## config.mk

```make
export PLATFORM = sky130hd
export DESIGN_NAME = clpw_top
export DESIGN_NICKNAME = d
export VERILOG_FILES = /design/src/pkg/clpw_pkg.sv /design/src/design/clpw_top.sv /design/src/design/clpw_glitch_filter.sv /design/src/design/clpw_bit_timer.sv
export SDC_FILE = /design/constraint.sdc
export NUM_CORES = 1
export LEC_CHECK = 0
export ABC_AREA = 0
export BUFFER_PORTS_ARGS = -buffer_cell sky130_fd_sc_hd__buf_2
export CAP_MARGIN = 20
export CELL_PAD_IN_SITES_DETAIL_PLACEMENT = 1
export CELL_PAD_IN_SITES_GLOBAL_PLACEMENT = 2
export CORE_ASPECT_RATIO = 0.8
export CORE_MARGIN = 2
export CORE_UTILIZATION = 34
export CTS_CLUSTER_DIAMETER = 30
export DETAILED_ROUTE_END_ITERATION = 8
export PLACE_DENSITY_LB_ADDON = 0.1
export SLEW_MARGIN = 20
export SYNTH_ARGS = -nofsm -noshare
export SYNTH_HDL_FRONTEND = slang
export SYNTH_HIERARCHICAL = 1
export SYNTH_SLANG_ARGS = --single-unit
```

## constraint.sdc

```tcl
create_clock -name clk_i -period 2.41 [get_ports clk_i]
set_input_delay 0.241 -clock clk_i [delete_from_list [all_inputs] [get_ports clk_i]]
set_output_delay 0.241 -clock clk_i [all_outputs]
set_load 0.01 [all_outputs]
```

## src/pkg/clpw_pkg.sv

```systemverilog
// Shared constants for the CAN low-power wake and time-stamp block
package clpw_pkg;
    // APB register byte offsets
    localparam logic [7:0] ADDR_CTRL_ONE   = 8'h00;
    localparam logic [7:0] ADDR_CFG_TWO    = 8'h04;
    localparam logic [7:0] ADDR_INT_FLAGS  = 8'h08;
    localparam logic [7:0] ADDR_INT_ENABLE = 8'h0C;
    localparam logic [7:0] ADDR_INT_CODE   = 8'h10;
    localparam logic [7:0] ADDR_STATUS     = 8'h14;
    localparam logic [7:0] ADDR_BIT_DIV    = 8'h18;
    // Field positions
    localparam int STOP_IN_IDLE_BIT   = 13;
    localparam int CAPTURE_EN_BIT     = 3;
    localparam int WAKE_FILTER_BIT    = 14;
    localparam int WAKE_FLAG_BIT      = 6;
    localparam int CAPTURE_FLAG_BIT   = 7;
    // Reset values
    localparam logic [15:0] CTRL_ONE_RST = 16'h0000;
    localparam logic [15:0] CFG_TWO_RST  = 16'h0000;
    localparam logic [7:0]  INT_EN_RST   = 8'h00;
    localparam logic [15:0] BIT_DIV_RST  = 16'h007C;
    // Interrupt code values
    localparam logic [6:0] ICODE_NONE    = 7'h40;
    localparam logic [6:0] ICODE_WAKE    = 7'h42;
    localparam logic [6:0] ICODE_CAPTURE = 7'h43;
    // Glitch filter: least accepted dominant width, in ns
    localparam int CLK_PERIOD_NS   = 8;
    localparam int FILTER_MIN_NS   = 200;
    localparam int FILTER_CYCLES   = (FILTER_MIN_NS + CLK_PERIOD_NS - 1) / CLK_PERIOD_NS;
    // Power states of the processor
    typedef enum logic [1:0] {
        PWR_RUN,
        PWR_IDLE,
        PWR_SLEEP
    } clpw_pwr_t;
endpackage : clpw_pkg

```

## src/design/clpw_top.sv

```systemverilog
// CAN low-power wake, transmit guard and receive time-stamp block
//
// What this block does
// - In Sleep the transmit output is forced recessive
// - In Idle the module stops only when stop-in-idle bit is set
// - In Sleep watch receive line; wake interrupt when enabled
// - Wake-up comes only from Sleep, never Idle or run
// - After wake the module stays disabled; waking frame is lost
// - Optional glitch filter on receive, enabled by config bit 14
// - One bit-time capture pulse after error-free end of frame
// - Capture pulses only while capture enable bit 3 is set
// - When enabled, capture channel takes the bit-time pulse, not its pin
// - Bus activity in Sleep sets wake flag bit 6; wake code only when bit 6 is enabled
`timescale 1ns/10ps
module clpw_top #(
    parameter int FILTER_CYCLES = clpw_pkg::FILTER_CYCLES
) (
    input  wire logic        clk_i,
    input  wire logic        sys_rst_i,
    // APB slave
    input  wire logic        psel_i,
    input  wire logic        penable_i,
    input  wire logic        pwrite_i,
    input  wire logic [7:0]  paddr_i,
    input  wire logic [31:0] pwdata_i,
    output logic [31:0]      prdata_o,
    output logic             pready_o,
    output logic             pslverr_o,
    // Processor power state
    input  wire logic        cpu_sleep_i,
    input  wire logic        cpu_idle_i,
    // Protocol engine side
    input  wire logic        engine_tx_i,
    input  wire logic        frame_ok_i,
    input  wire logic        mode_change_i,
    // CAN pins
    input  wire logic        can_receive_pin_i,
    output logic             can_transmit_pin_o,
    // Timer capture channel
    input  wire logic        capture_pin_i,
    output logic             timestamp_capture_o,
    // Power control and interrupt
    output logic             module_clk_en_o,
    output logic             module_disabled_o,
    output logic             wake_o,
    output logic             irq_o
);
    typedef struct packed {
        logic [15:0] ctrl_one;
        logic [15:0] cfg_two;
        logic [15:0] bit_div;
        logic [7:0]  int_flags;
        logic [7:0]  int_en;
        logic        disabled;
        logic        in_sleep;
        logic        tx;
        logic        cap;
        logic        clk_en;
        logic        wake;
        logic        irq;
        logic [31:0] rdata;
        logic        ready;
        logic        slverr;
    } clpw_state_t;

    clpw_state_t st_ff;
    clpw_state_t nxt_st;
    clpw_pkg::clpw_pwr_t pwr;
    logic        bus_active;
    logic        stamp_pulse;
    logic        setup;
    logic        wake_evt;
    logic        cap_evt;
    logic [6:0]  icode;

    function automatic logic [6:0] code_of(input logic [7:0] f, input logic [7:0] e);
        logic [7:0] act;
        act = f & e;
        if (act[clpw_pkg::WAKE_FLAG_BIT]) begin
            code_of = clpw_pkg::ICODE_WAKE;
        end else if (act[clpw_pkg::CAPTURE_FLAG_BIT]) begin
            code_of = clpw_pkg::ICODE_CAPTURE;
        end else begin
            code_of = clpw_pkg::ICODE_NONE;
        end
    endfunction : code_of

    always_comb begin
        if (cpu_sleep_i) begin
            pwr = clpw_pkg::PWR_SLEEP;
        end else if (cpu_idle_i) begin
            pwr = clpw_pkg::PWR_IDLE;
        end else begin
            pwr = clpw_pkg::PWR_RUN;
        end
    end

    // Filter feeds wake detection only; frame reception sees the raw pin
    clpw_glitch_filter #(
        .MIN_CYCLES(FILTER_CYCLES)
    ) u_filter (
        .clk_i    (clk_i),
        .sys_rst_i(sys_rst_i),
        .enable_i (st_ff.cfg_two[clpw_pkg::WAKE_FILTER_BIT]),
        .rx_i     (can_receive_pin_i),
        .active_o (bus_active)
    );

    clpw_bit_timer u_bit_timer (
        .clk_i    (clk_i),
        .sys_rst_i(sys_rst_i),
        .div_i    (st_ff.bit_div),
        .start_i  (cap_evt),
        .pulse_o  (stamp_pulse)
    );

    assign setup    = psel_i && !penable_i;
    // Sleep only: Idle and run never produce a wake
    assign wake_evt = (pwr == clpw_pkg::PWR_SLEEP) && bus_active;
    assign cap_evt  = frame_ok_i && st_ff.ctrl_one[clpw_pkg::CAPTURE_EN_BIT]
                      && !st_ff.disabled;
    assign icode    = code_of(st_ff.int_flags, st_ff.int_en);

    always_comb begin
        nxt_st        = st_ff;
        nxt_st.ready  = 1'b0;
        nxt_st.slverr = 1'b0;
        nxt_st.in_sleep = (pwr == clpw_pkg::PWR_SLEEP);

        // Register access; answer ready in the cycle after setup
        if (setup) begin
            nxt_st.ready = 1'b1;
            nxt_st.rdata = 32'h0000_0000;
            unique case (paddr_i)
                clpw_pkg::ADDR_CTRL_ONE: begin
                    if (pwrite_i) nxt_st.ctrl_one = pwdata_i[15:0];
                    nxt_st.rdata = {16'h0000, st_ff.ctrl_one};
                end
                clpw_pkg::ADDR_CFG_TWO: begin
                    if (pwrite_i) nxt_st.cfg_two = pwdata_i[15:0];
                    nxt_st.rdata = {16'h0000, st_ff.cfg_two};
                end
                clpw_pkg::ADDR_BIT_DIV: begin
                    if (pwrite_i) nxt_st.bit_div = pwdata_i[15:0];
                    nxt_st.rdata = {16'h0000, st_ff.bit_div};
                end
                clpw_pkg::ADDR_INT_FLAGS: begin
                    // Read clears; write ones also clears
                    if (pwrite_i) begin
                        nxt_st.int_flags = st_ff.int_flags & ~pwdata_i[7:0];
                    end else begin
                        nxt_st.int_flags = 8'h00;
                    end
                    nxt_st.rdata = {24'h000000, st_ff.int_flags};
                end
                clpw_pkg::ADDR_INT_ENABLE: begin
                    if (pwrite_i) nxt_st.int_en = pwdata_i[7:0];
                    nxt_st.rdata = {24'h000000, st_ff.int_en};
                end
                clpw_pkg::ADDR_INT_CODE: begin
                    nxt_st.rdata = {25'h0, icode};
                end
                clpw_pkg::ADDR_STATUS: begin
                    if (pwrite_i) nxt_st.disabled = pwdata_i[0];
                    nxt_st.rdata = {28'h0000000, st_ff.wake, st_ff.in_sleep,
                                    st_ff.clk_en, st_ff.disabled};
                end
                default: begin
                    nxt_st.slverr = 1'b1;
                end
            endcase
        end

        // Hardware set wins over a clear in the same cycle
        if (wake_evt) begin
            nxt_st.int_flags[clpw_pkg::WAKE_FLAG_BIT] = 1'b1;
            nxt_st.disabled = 1'b1;
        end
        if (cap_evt) begin
            nxt_st.int_flags[clpw_pkg::CAPTURE_FLAG_BIT] = 1'b1;
        end
        if (mode_change_i && !(pwr == clpw_pkg::PWR_SLEEP)) begin
            nxt_st.disabled = 1'b0;
        end

        // Wake request leaves high while the flag is enabled and set
        nxt_st.wake = nxt_st.int_flags[clpw_pkg::WAKE_FLAG_BIT]
                      && st_ff.int_en[clpw_pkg::WAKE_FLAG_BIT];
        nxt_st.irq  = |(nxt_st.int_flags & st_ff.int_en);

        // Recessive is high; disabled module also stays off the bus
        nxt_st.tx = (pwr == clpw_pkg::PWR_SLEEP || nxt_st.disabled)
                    ? 1'b1 : engine_tx_i;

        unique case (pwr)
            clpw_pkg::PWR_SLEEP: nxt_st.clk_en = 1'b0;
            clpw_pkg::PWR_IDLE:  nxt_st.clk_en =
                !st_ff.ctrl_one[clpw_pkg::STOP_IN_IDLE_BIT];
            clpw_pkg::PWR_RUN:   nxt_st.clk_en = 1'b1;
            default:             nxt_st.clk_en = 1'b1;
        endcase

        // Capture channel source select
        nxt_st.cap = st_ff.ctrl_one[clpw_pkg::CAPTURE_EN_BIT]
                     ? stamp_pulse : capture_pin_i;
    end

    always_ff @(posedge clk_i) begin
        if (sys_rst_i) begin
            st_ff          <= '0;
            st_ff.ctrl_one <= clpw_pkg::CTRL_ONE_RST;
            st_ff.cfg_two  <= clpw_pkg::CFG_TWO_RST;
            st_ff.bit_div  <= clpw_pkg::BIT_DIV_RST;
            st_ff.int_en   <= clpw_pkg::INT_EN_RST;
            st_ff.disabled <= 1'b1;
            st_ff.tx       <= 1'b1;
            st_ff.clk_en   <= 1'b1;
        end else begin
            st_ff <= nxt_st;
        end
    end

    assign prdata_o            = st_ff.rdata;
    assign pready_o            = st_ff.ready;
    assign pslverr_o           = st_ff.slverr;
    assign can_transmit_pin_o  = st_ff.tx;
    assign timestamp_capture_o = st_ff.cap;
    assign module_clk_en_o     = st_ff.clk_en;
    assign module_disabled_o   = st_ff.disabled;
    assign wake_o              = st_ff.wake;
    assign irq_o               = st_ff.irq;
endmodule : clpw_top

```

## src/design/clpw_glitch_filter.sv

```systemverilog
// Low-pass filter on the receive line for wake detection only
`timescale 1ns/10ps
module clpw_glitch_filter #(
    parameter int MIN_CYCLES = clpw_pkg::FILTER_CYCLES
) (
    input  wire logic clk_i,
    input  wire logic sys_rst_i,
    input  wire logic enable_i,
    input  wire logic rx_i,
    output logic      active_o
);
    typedef struct packed {
        logic [7:0] cnt;
        logic       act;
    } clpw_flt_t;

    clpw_flt_t st_ff;
    clpw_flt_t nxt_st;

    always_comb begin
        nxt_st     = st_ff;
        nxt_st.act = 1'b0;
        if (rx_i) begin
            nxt_st.cnt = 8'h00;
        end else if (!enable_i) begin
            nxt_st.act = 1'b1;
        end else if (st_ff.cnt >= 8'(MIN_CYCLES - 1)) begin
            nxt_st.act = 1'b1;
        end else begin
            nxt_st.cnt = st_ff.cnt + 8'h01;
        end
    end

    always_ff @(posedge clk_i) begin
        if (sys_rst_i) begin
            st_ff <= '0;
        end else begin
            st_ff <= nxt_st;
        end
    end

    assign active_o = st_ff.act;
endmodule : clpw_glitch_filter

```

## src/design/clpw_bit_timer.sv

```systemverilog
// Bit-time pulse stretcher for the time-stamp capture output
`timescale 1ns/10ps
module clpw_bit_timer (
    input  wire logic        clk_i,
    input  wire logic        sys_rst_i,
    input  wire logic [15:0] div_i,
    input  wire logic        start_i,
    output logic             pulse_o
);
    typedef struct packed {
        logic [15:0] cnt;
        logic        busy;
    } clpw_bt_t;

    clpw_bt_t st_ff;
    clpw_bt_t nxt_st;

    always_comb begin
        nxt_st = st_ff;
        if (start_i) begin
            nxt_st.busy = 1'b1;
            nxt_st.cnt  = div_i;
        end else if (st_ff.busy) begin
            if (st_ff.cnt == 16'h0000) begin
                nxt_st.busy = 1'b0;
            end else begin
                nxt_st.cnt = st_ff.cnt - 16'h0001;
            end
        end
    end

    always_ff @(posedge clk_i) begin
        if (sys_rst_i) begin
            st_ff <= '0;
        end else begin
            st_ff <= nxt_st;
        end
    end

    assign pulse_o = st_ff.busy;
endmodule : clpw_bit_timer

```

# Word-level counts from Yosys, hierarchy flattened
# Index checks and enable logic that the tools add are counted.
[totals] ff_bits=115 latch_bits=0 mem_bits_rw=0 mem_bits_ro=0 inputBits=52 output_inout_bits=40 wordCells=88 n_memories=0
[op_classes] n_addsub=2 multipliers=0 div_mod_pow=0 n_lt_le_gt_ge=1 eq_ne=9 shift=0 n_mux=26 bitwise_logic=6 n_reduce_logical=25
[op_table] operator="$pmux 16 s7" count=1
[op_table] operator="$mux 17" count=3
[op_table] operator="$mux 8" count=4
[op_table] operator="$and 8x8->8" count=3
[op_table] operator="$eq 8x5->1 const B" count=3
[op_table] operator="$eq 8x4->1 const B" count=2
[op_table] operator="$logic_not 16->1" count=1
[op_table] operator="$mux 16" count=1
[op_table] operator="$sub 16x1->16 const B" count=1
[op_table] operator="$mux 1" count=12
[op_table] operator="$reduce_and 3->1" count=4
[op_table] operator="$add 8x1->8 const B" count=1
[op_table] operator="$eq 8x3->1 const B" count=1
[op_table] operator="$ge 8x5->1 const B" count=1
[op_table] operator="$logic_not 8->1" count=1
[op_table] operator="$mux 2" count=4
[op_table] operator="$not 8->8" count=1
[op_table] operator="$reduce_or 8->1" count=1
[op_table] operator="$reduce_or 7->1" count=1
[op_table] operator="$logic_and 1x1->1" count=6
[op_table] operator="$reduce_or 2->1" count=3
[op_table] operator="$logic_not 1->1" count=4
[op_table] operator="$reduce_and 2->1" count=2
[op_table] operator="$eq 2x1->1 const B" count=1
[op_table] operator="other kinds (6)" count=7

# Depth between registers and ports, before layout
[logic_depth] ltp_word=9 mapped_depth=9

# Hierarchy
# Netlist, hierarchy kept.
[by_module_without_submodules] module="clpw_top" n_inst=1 cells_per_inst=469 area_per_inst_um2=4042.6 seq_area_each_um2=1781.7
[by_module_without_submodules] module="clpw_bit_timer" n_inst=1 cells_per_inst=129 area_per_inst_um2=1111.1 seq_area_each_um2=340.3
[by_module_without_submodules] module="clpw_glitch_filter" n_inst=1 cells_per_inst=39 area_per_inst_um2=372.9 seq_area_each_um2=180.2

# Worst setup path after synthesis
# OpenSTA, ideal clock, no wires.
[synth_path] path_type="input -> register" startpoint="input paddr_i[1]" endpoint="register st_ff[100] in the netlist's numbering" setup_time_ns=0.128 arrival_ns=1.870 setup_slack_ns=0.412 path_stages=8 path_buffers=3 path_cell_list="or4_4 > buf_6 > nor4b_4 > and2_1 > buf_4 > buf_6 > mux2i_1 > nor2_1"
[synth_via] elab_chain_cells=2
[synth_lines] item="from (decl)" line="clpw_top.sv:24" rtl="input wire logic [7:0] paddr_i,"
[synth_lines] item="$logic_not 8->1" line="clpw_top.sv:134" rtl="unique case (paddr_i)"
[synth_lines] item="$reduce_and 3->1 (no line)"
[synth_lines] item="to (signal assigned)" line="clpw_top.sv:219" rtl="st_ff <= nxt_st;"
[synth_lines] item="to (decl)" line="clpw_top.sv:66" rtl="clpw_state_t st_ff;"
# Every way passes these cells.
# A chain may end at the register's enable or synchronous reset.

# Worst setup path in the final report
[layout_path] startpoint="register u_bit_timer/st_ff[1] in the netlist's numbering" endpoint="register u_bit_timer/st_ff[12] in the netlist's numbering"
[layout_via] elab_chain_cells=4 word_cells_on_any_way=7 cone_classes="add/sub (1); eq/ne (1); mux (3); reduce/logical (2)"
[layout_lines] item="from (decl)" line="clpw_bit_timer.sv:15" rtl="clpw_bt_t st_ff;"
[layout_lines] item="from (signal assigned)" line="clpw_bit_timer.sv:36" rtl="st_ff <= nxt_st;"
[layout_lines] item="$sub 16x1->16" line="clpw_bit_timer.sv:27" rtl="nxt_st.cnt = st_ff.cnt - 16'h0001;"
[layout_lines] item="$mux 16" line="clpw_bit_timer.sv:24" rtl="if (st_ff.cnt == 16'h0000) begin"
[layout_lines] item="$mux 17" line="clpw_bit_timer.sv:23" rtl="end else if (st_ff.busy) begin"
[layout_lines] item="$mux 17" line="clpw_bit_timer.sv:20" rtl="if (start_i) begin"
# Parallel ways exist; a longest one is shown, timed or not. The select of a mux whose other input is x is not followed.

==> run summary <==
Vias per cell: 5.274
Share of cells above drive strength 1: 21.31%
Synth Area in Compound Gates: 19.38%
Num Clock Sinks: 115
FF+latch area: 2302 sq um
#FFs+latches synth: 115
Root buffer cell: clkbuf_16
DR vias: 4847
Count leader, synth: dfxtp_1
Multi-input logic area: 2779 sq um
IO buf count: 59
Final TNS setup: 0 ns
Endpoint type of the worst setup path: flop
Ys flop type: dfxtp_1
Fmax: 460.5 MHz
Clock Tree Buf Depth: 2
Yosys top cell area share: 41.66%
H-tree depth: 4
Initial drt markers: 372
Post-Synth XOR/XNOR Area: 0.4754%
Area of the mapped netlist: 5527 sq um
Main combinational cell family by area after synthesis: simple AND/OR/NAND/NOR gates
Outcome: complete, no violations
Layout Utilization: 41.29%
Core area: 15850 sq um
Max-Cap Viols: 0
Fin crit share: 90.11%
Synth cell types: 74
Simple logic cell fraction of the synthesized area: 22.69%
Worst hold-check path type: input pin to flop
Synth top area cells: dfxtp_1 (42%), nand2_1 (6.9%), a21oi_1 (5.1%), buf_4 (4.6%), mux2i_1 (4.3%)
FFs w/ async S/R, synth: 0%
First-pass GRT wire length: 28230 um
Initial antenna violation count: 0
Crit start category: flop
Final Hold Viols: 0
Area growth syn-to-layout: 18.43%
Arrival time at the worst endpoint: 2.49 ns
DP HPWL: 13000 um
Tot GR Track Use: 21.15%
Critical Path RT: 2.73 ns
GPL Wtd Cong: 0.8566
Hold Slack: 0.02366 ns
Worst-path clk slew: 0.05 ns
RSZ-0062 raised after global routing: false
Total power: 4.584 mW
Placement-stage cell area: 5963 sq um
Pin count of the biggest net entering global routing: 41
Fin. max-slew vios: 0
Crit Path Category: flop to flop
Nets: 746
Most instantiated cells after synthesis: dfxtp_1 (115), nand2_1 (101), a21oi_1 (56), nor2_1 (36), buf_4 (34)
Mapped Avg Cell Area: 8.676 sq um
Number of setup violations in the final report: 0
Post-synthesis sequential area ratio: 41.66%
Post-synthesis mux area share: 5.977%
Hold-fix buffers, CTS: 0
Die width: 146.5 um
Post-synthesis instance total: 637
Pwr/cell area: 700.3 nW/um^2
Total CTS buffers: 17
Row cnt: 41
Static leakage power: 2.504 nW
Synthesized-area fraction occupied by adder cells: 0.6792%
I/O Pins: 92
Vias in the first global route: 4883
Post-CTS Setup Bufs: 0
Clock Latency Late Sink: 0.41 ns
Chip height: 118.0 um
Remaining DRCs: 0
Final ANT Viol Nets: 0
Worst-path fanout max: 12
Post-cts sizing count: 0
Routed WL per cell: 19.43 um
CTS tree: done
Finished Cell Area: 6545 sq um
Initial core utilization: 34.86%
EDFF count, synth: 0
TritonRoute pass-1 iters: 4
Remaining Overflow, GRT: 0
Diodes inserted: 0
Slew headroom: 48.46%
Tmin final: 2.172 ns
Yosys warnings: 6
Die footprint: 17300 sq um
Slew @ Worst Pin: 0.7623 ns
Largest area contributor in the netlist: dfxtp_1
Worst vdd ir: 0.0004544 V
Routed WL: 17860 um
Layout Skew: 0.005507 ns
Layout fillers: 1872
cells in the final DEF, fill, tap and decap left out, drive strengths merged, types with 5 or more instances in the layout:
cell type  synthesis  layout
or4               10      10
conb               1      16
buf               47      89
o211ai             8       8
a22oi             20      20
inv               17      17
a21oi             58      58
clkinv             1       6
nor2              36      36
nand3             16      16
or3                8       8
mux2               8       8
clkbuf            22      23
nor4b              5       5
mux2i             24      24
nand2            102     102
nor4               7       7
o31ai              5       5
nor2b              9       9
nor3               7       7
dfxtp            115     115
o21ai             24      24
and2               9       9
per-layer routing:
metal | GRT usage, % | share of wire [%] | vias up
met4 | 4.915 | 0.51 | 0
met5 | 0 | 0 | -
met3 | 6.085 | 5.7 | 6
met2 | 30.98 | 44 | 102
met1 | 30.60 | 50 | 2394
li1 | - | - | 2345
final timing paths:
| kind | start | end | slack (ns) | cells after the start |
|---|---|---|---|---|
| max | u_bit_timer/st_ff[1]$_SDFFE_PP0P_ | u_bit_timer/st_ff[12]$_SDFFE_PP0P_ | 0.24 | 7 |
| min | engine_tx_i | can_transmit_pin_o$_SDFF_PP1_ | 0.02 | 2 |
| max reg2reg | u_bit_timer/st_ff[1]$_SDFFE_PP0P_ | u_bit_timer/st_ff[12]$_SDFFE_PP0P_ | 0.24 | 7 |
| min reg2reg | prdata_o[7]$_SDFFE_PP0N_ | prdata_o[7]$_SDFFE_PP0N_ | 0.45 | 2 |
per-stage QoR:
step / cells / worst slack (ns)
floorplan: 652 / 0.4122
global placement: 887 / 0.3049
detailed placement: 887 / 0.2502
CTS: 919 / 0.2372
global route: 919 / 0.1453
finish: 919 / 0.2384
power by group:
group | switching, mW | internal (mW) | leakage (nW) | total [mW]
clock network | 0.866 | 1.60 | 0.283 | 2.46
registers | 0.00522 | 1.91 | 0.928 | 1.92
logic | 0.140 | 0.0646 | 1.29 | 0.204
total | 1.01 | 3.57 | 2.50 | 4.58
logic make-up (layout without fill, tap and decap cells):
kind of cell	after synthesis	count (layout)
XOR/XNOR	3	3
buffers and inverters	87	139
adder cells (fa/ha/maj)	3	3
other	1	16
AND/OR/NAND/NOR	235	235
multiplexers	32	32
flip-flops	115	115
AO/OA/AOI/OAI	161	161
sequential cells by signal (all words and copies together) (netlist names):
signal               count
can_transmit_pin_o       1
irq_o                    1
module_clk_en_o          1
module_disabled_o        1
prdata_o                16
pready_o                 1
pslverr_o                1
st_ff                   65
timestamp_capture_o      1
u_bit_timer/pulse_o      1
u_bit_timer/st_ff       16
u_filter/active_o        1
u_filter/st_ff           8
wake_o                   1
worst max-delay path: stages, from the launching register on:
cell and delay [ns]:
dfxtp_1 0.36, inv_1 0.08, ha_1 0.25, or4b_1 0.28, nor4_4 0.05, buf_4 0.19, or4_2 0.61, a311oi_1 0.26
layout make-up:
| cell class | count | area share (%) |
|---|---|---|
| timing repair buffer | 89 | 8.335 |
| sequential | 115 | 35.17 |
| clock inverter | 9 | 1.587 |
| tap | 215 | 4.110 |
| clock buffer | 23 | 7.303 |
| multi-input combinational | 450 | 42.46 |
| inverter | 18 | 1.032 |
(Power assumes the default switching activity.)
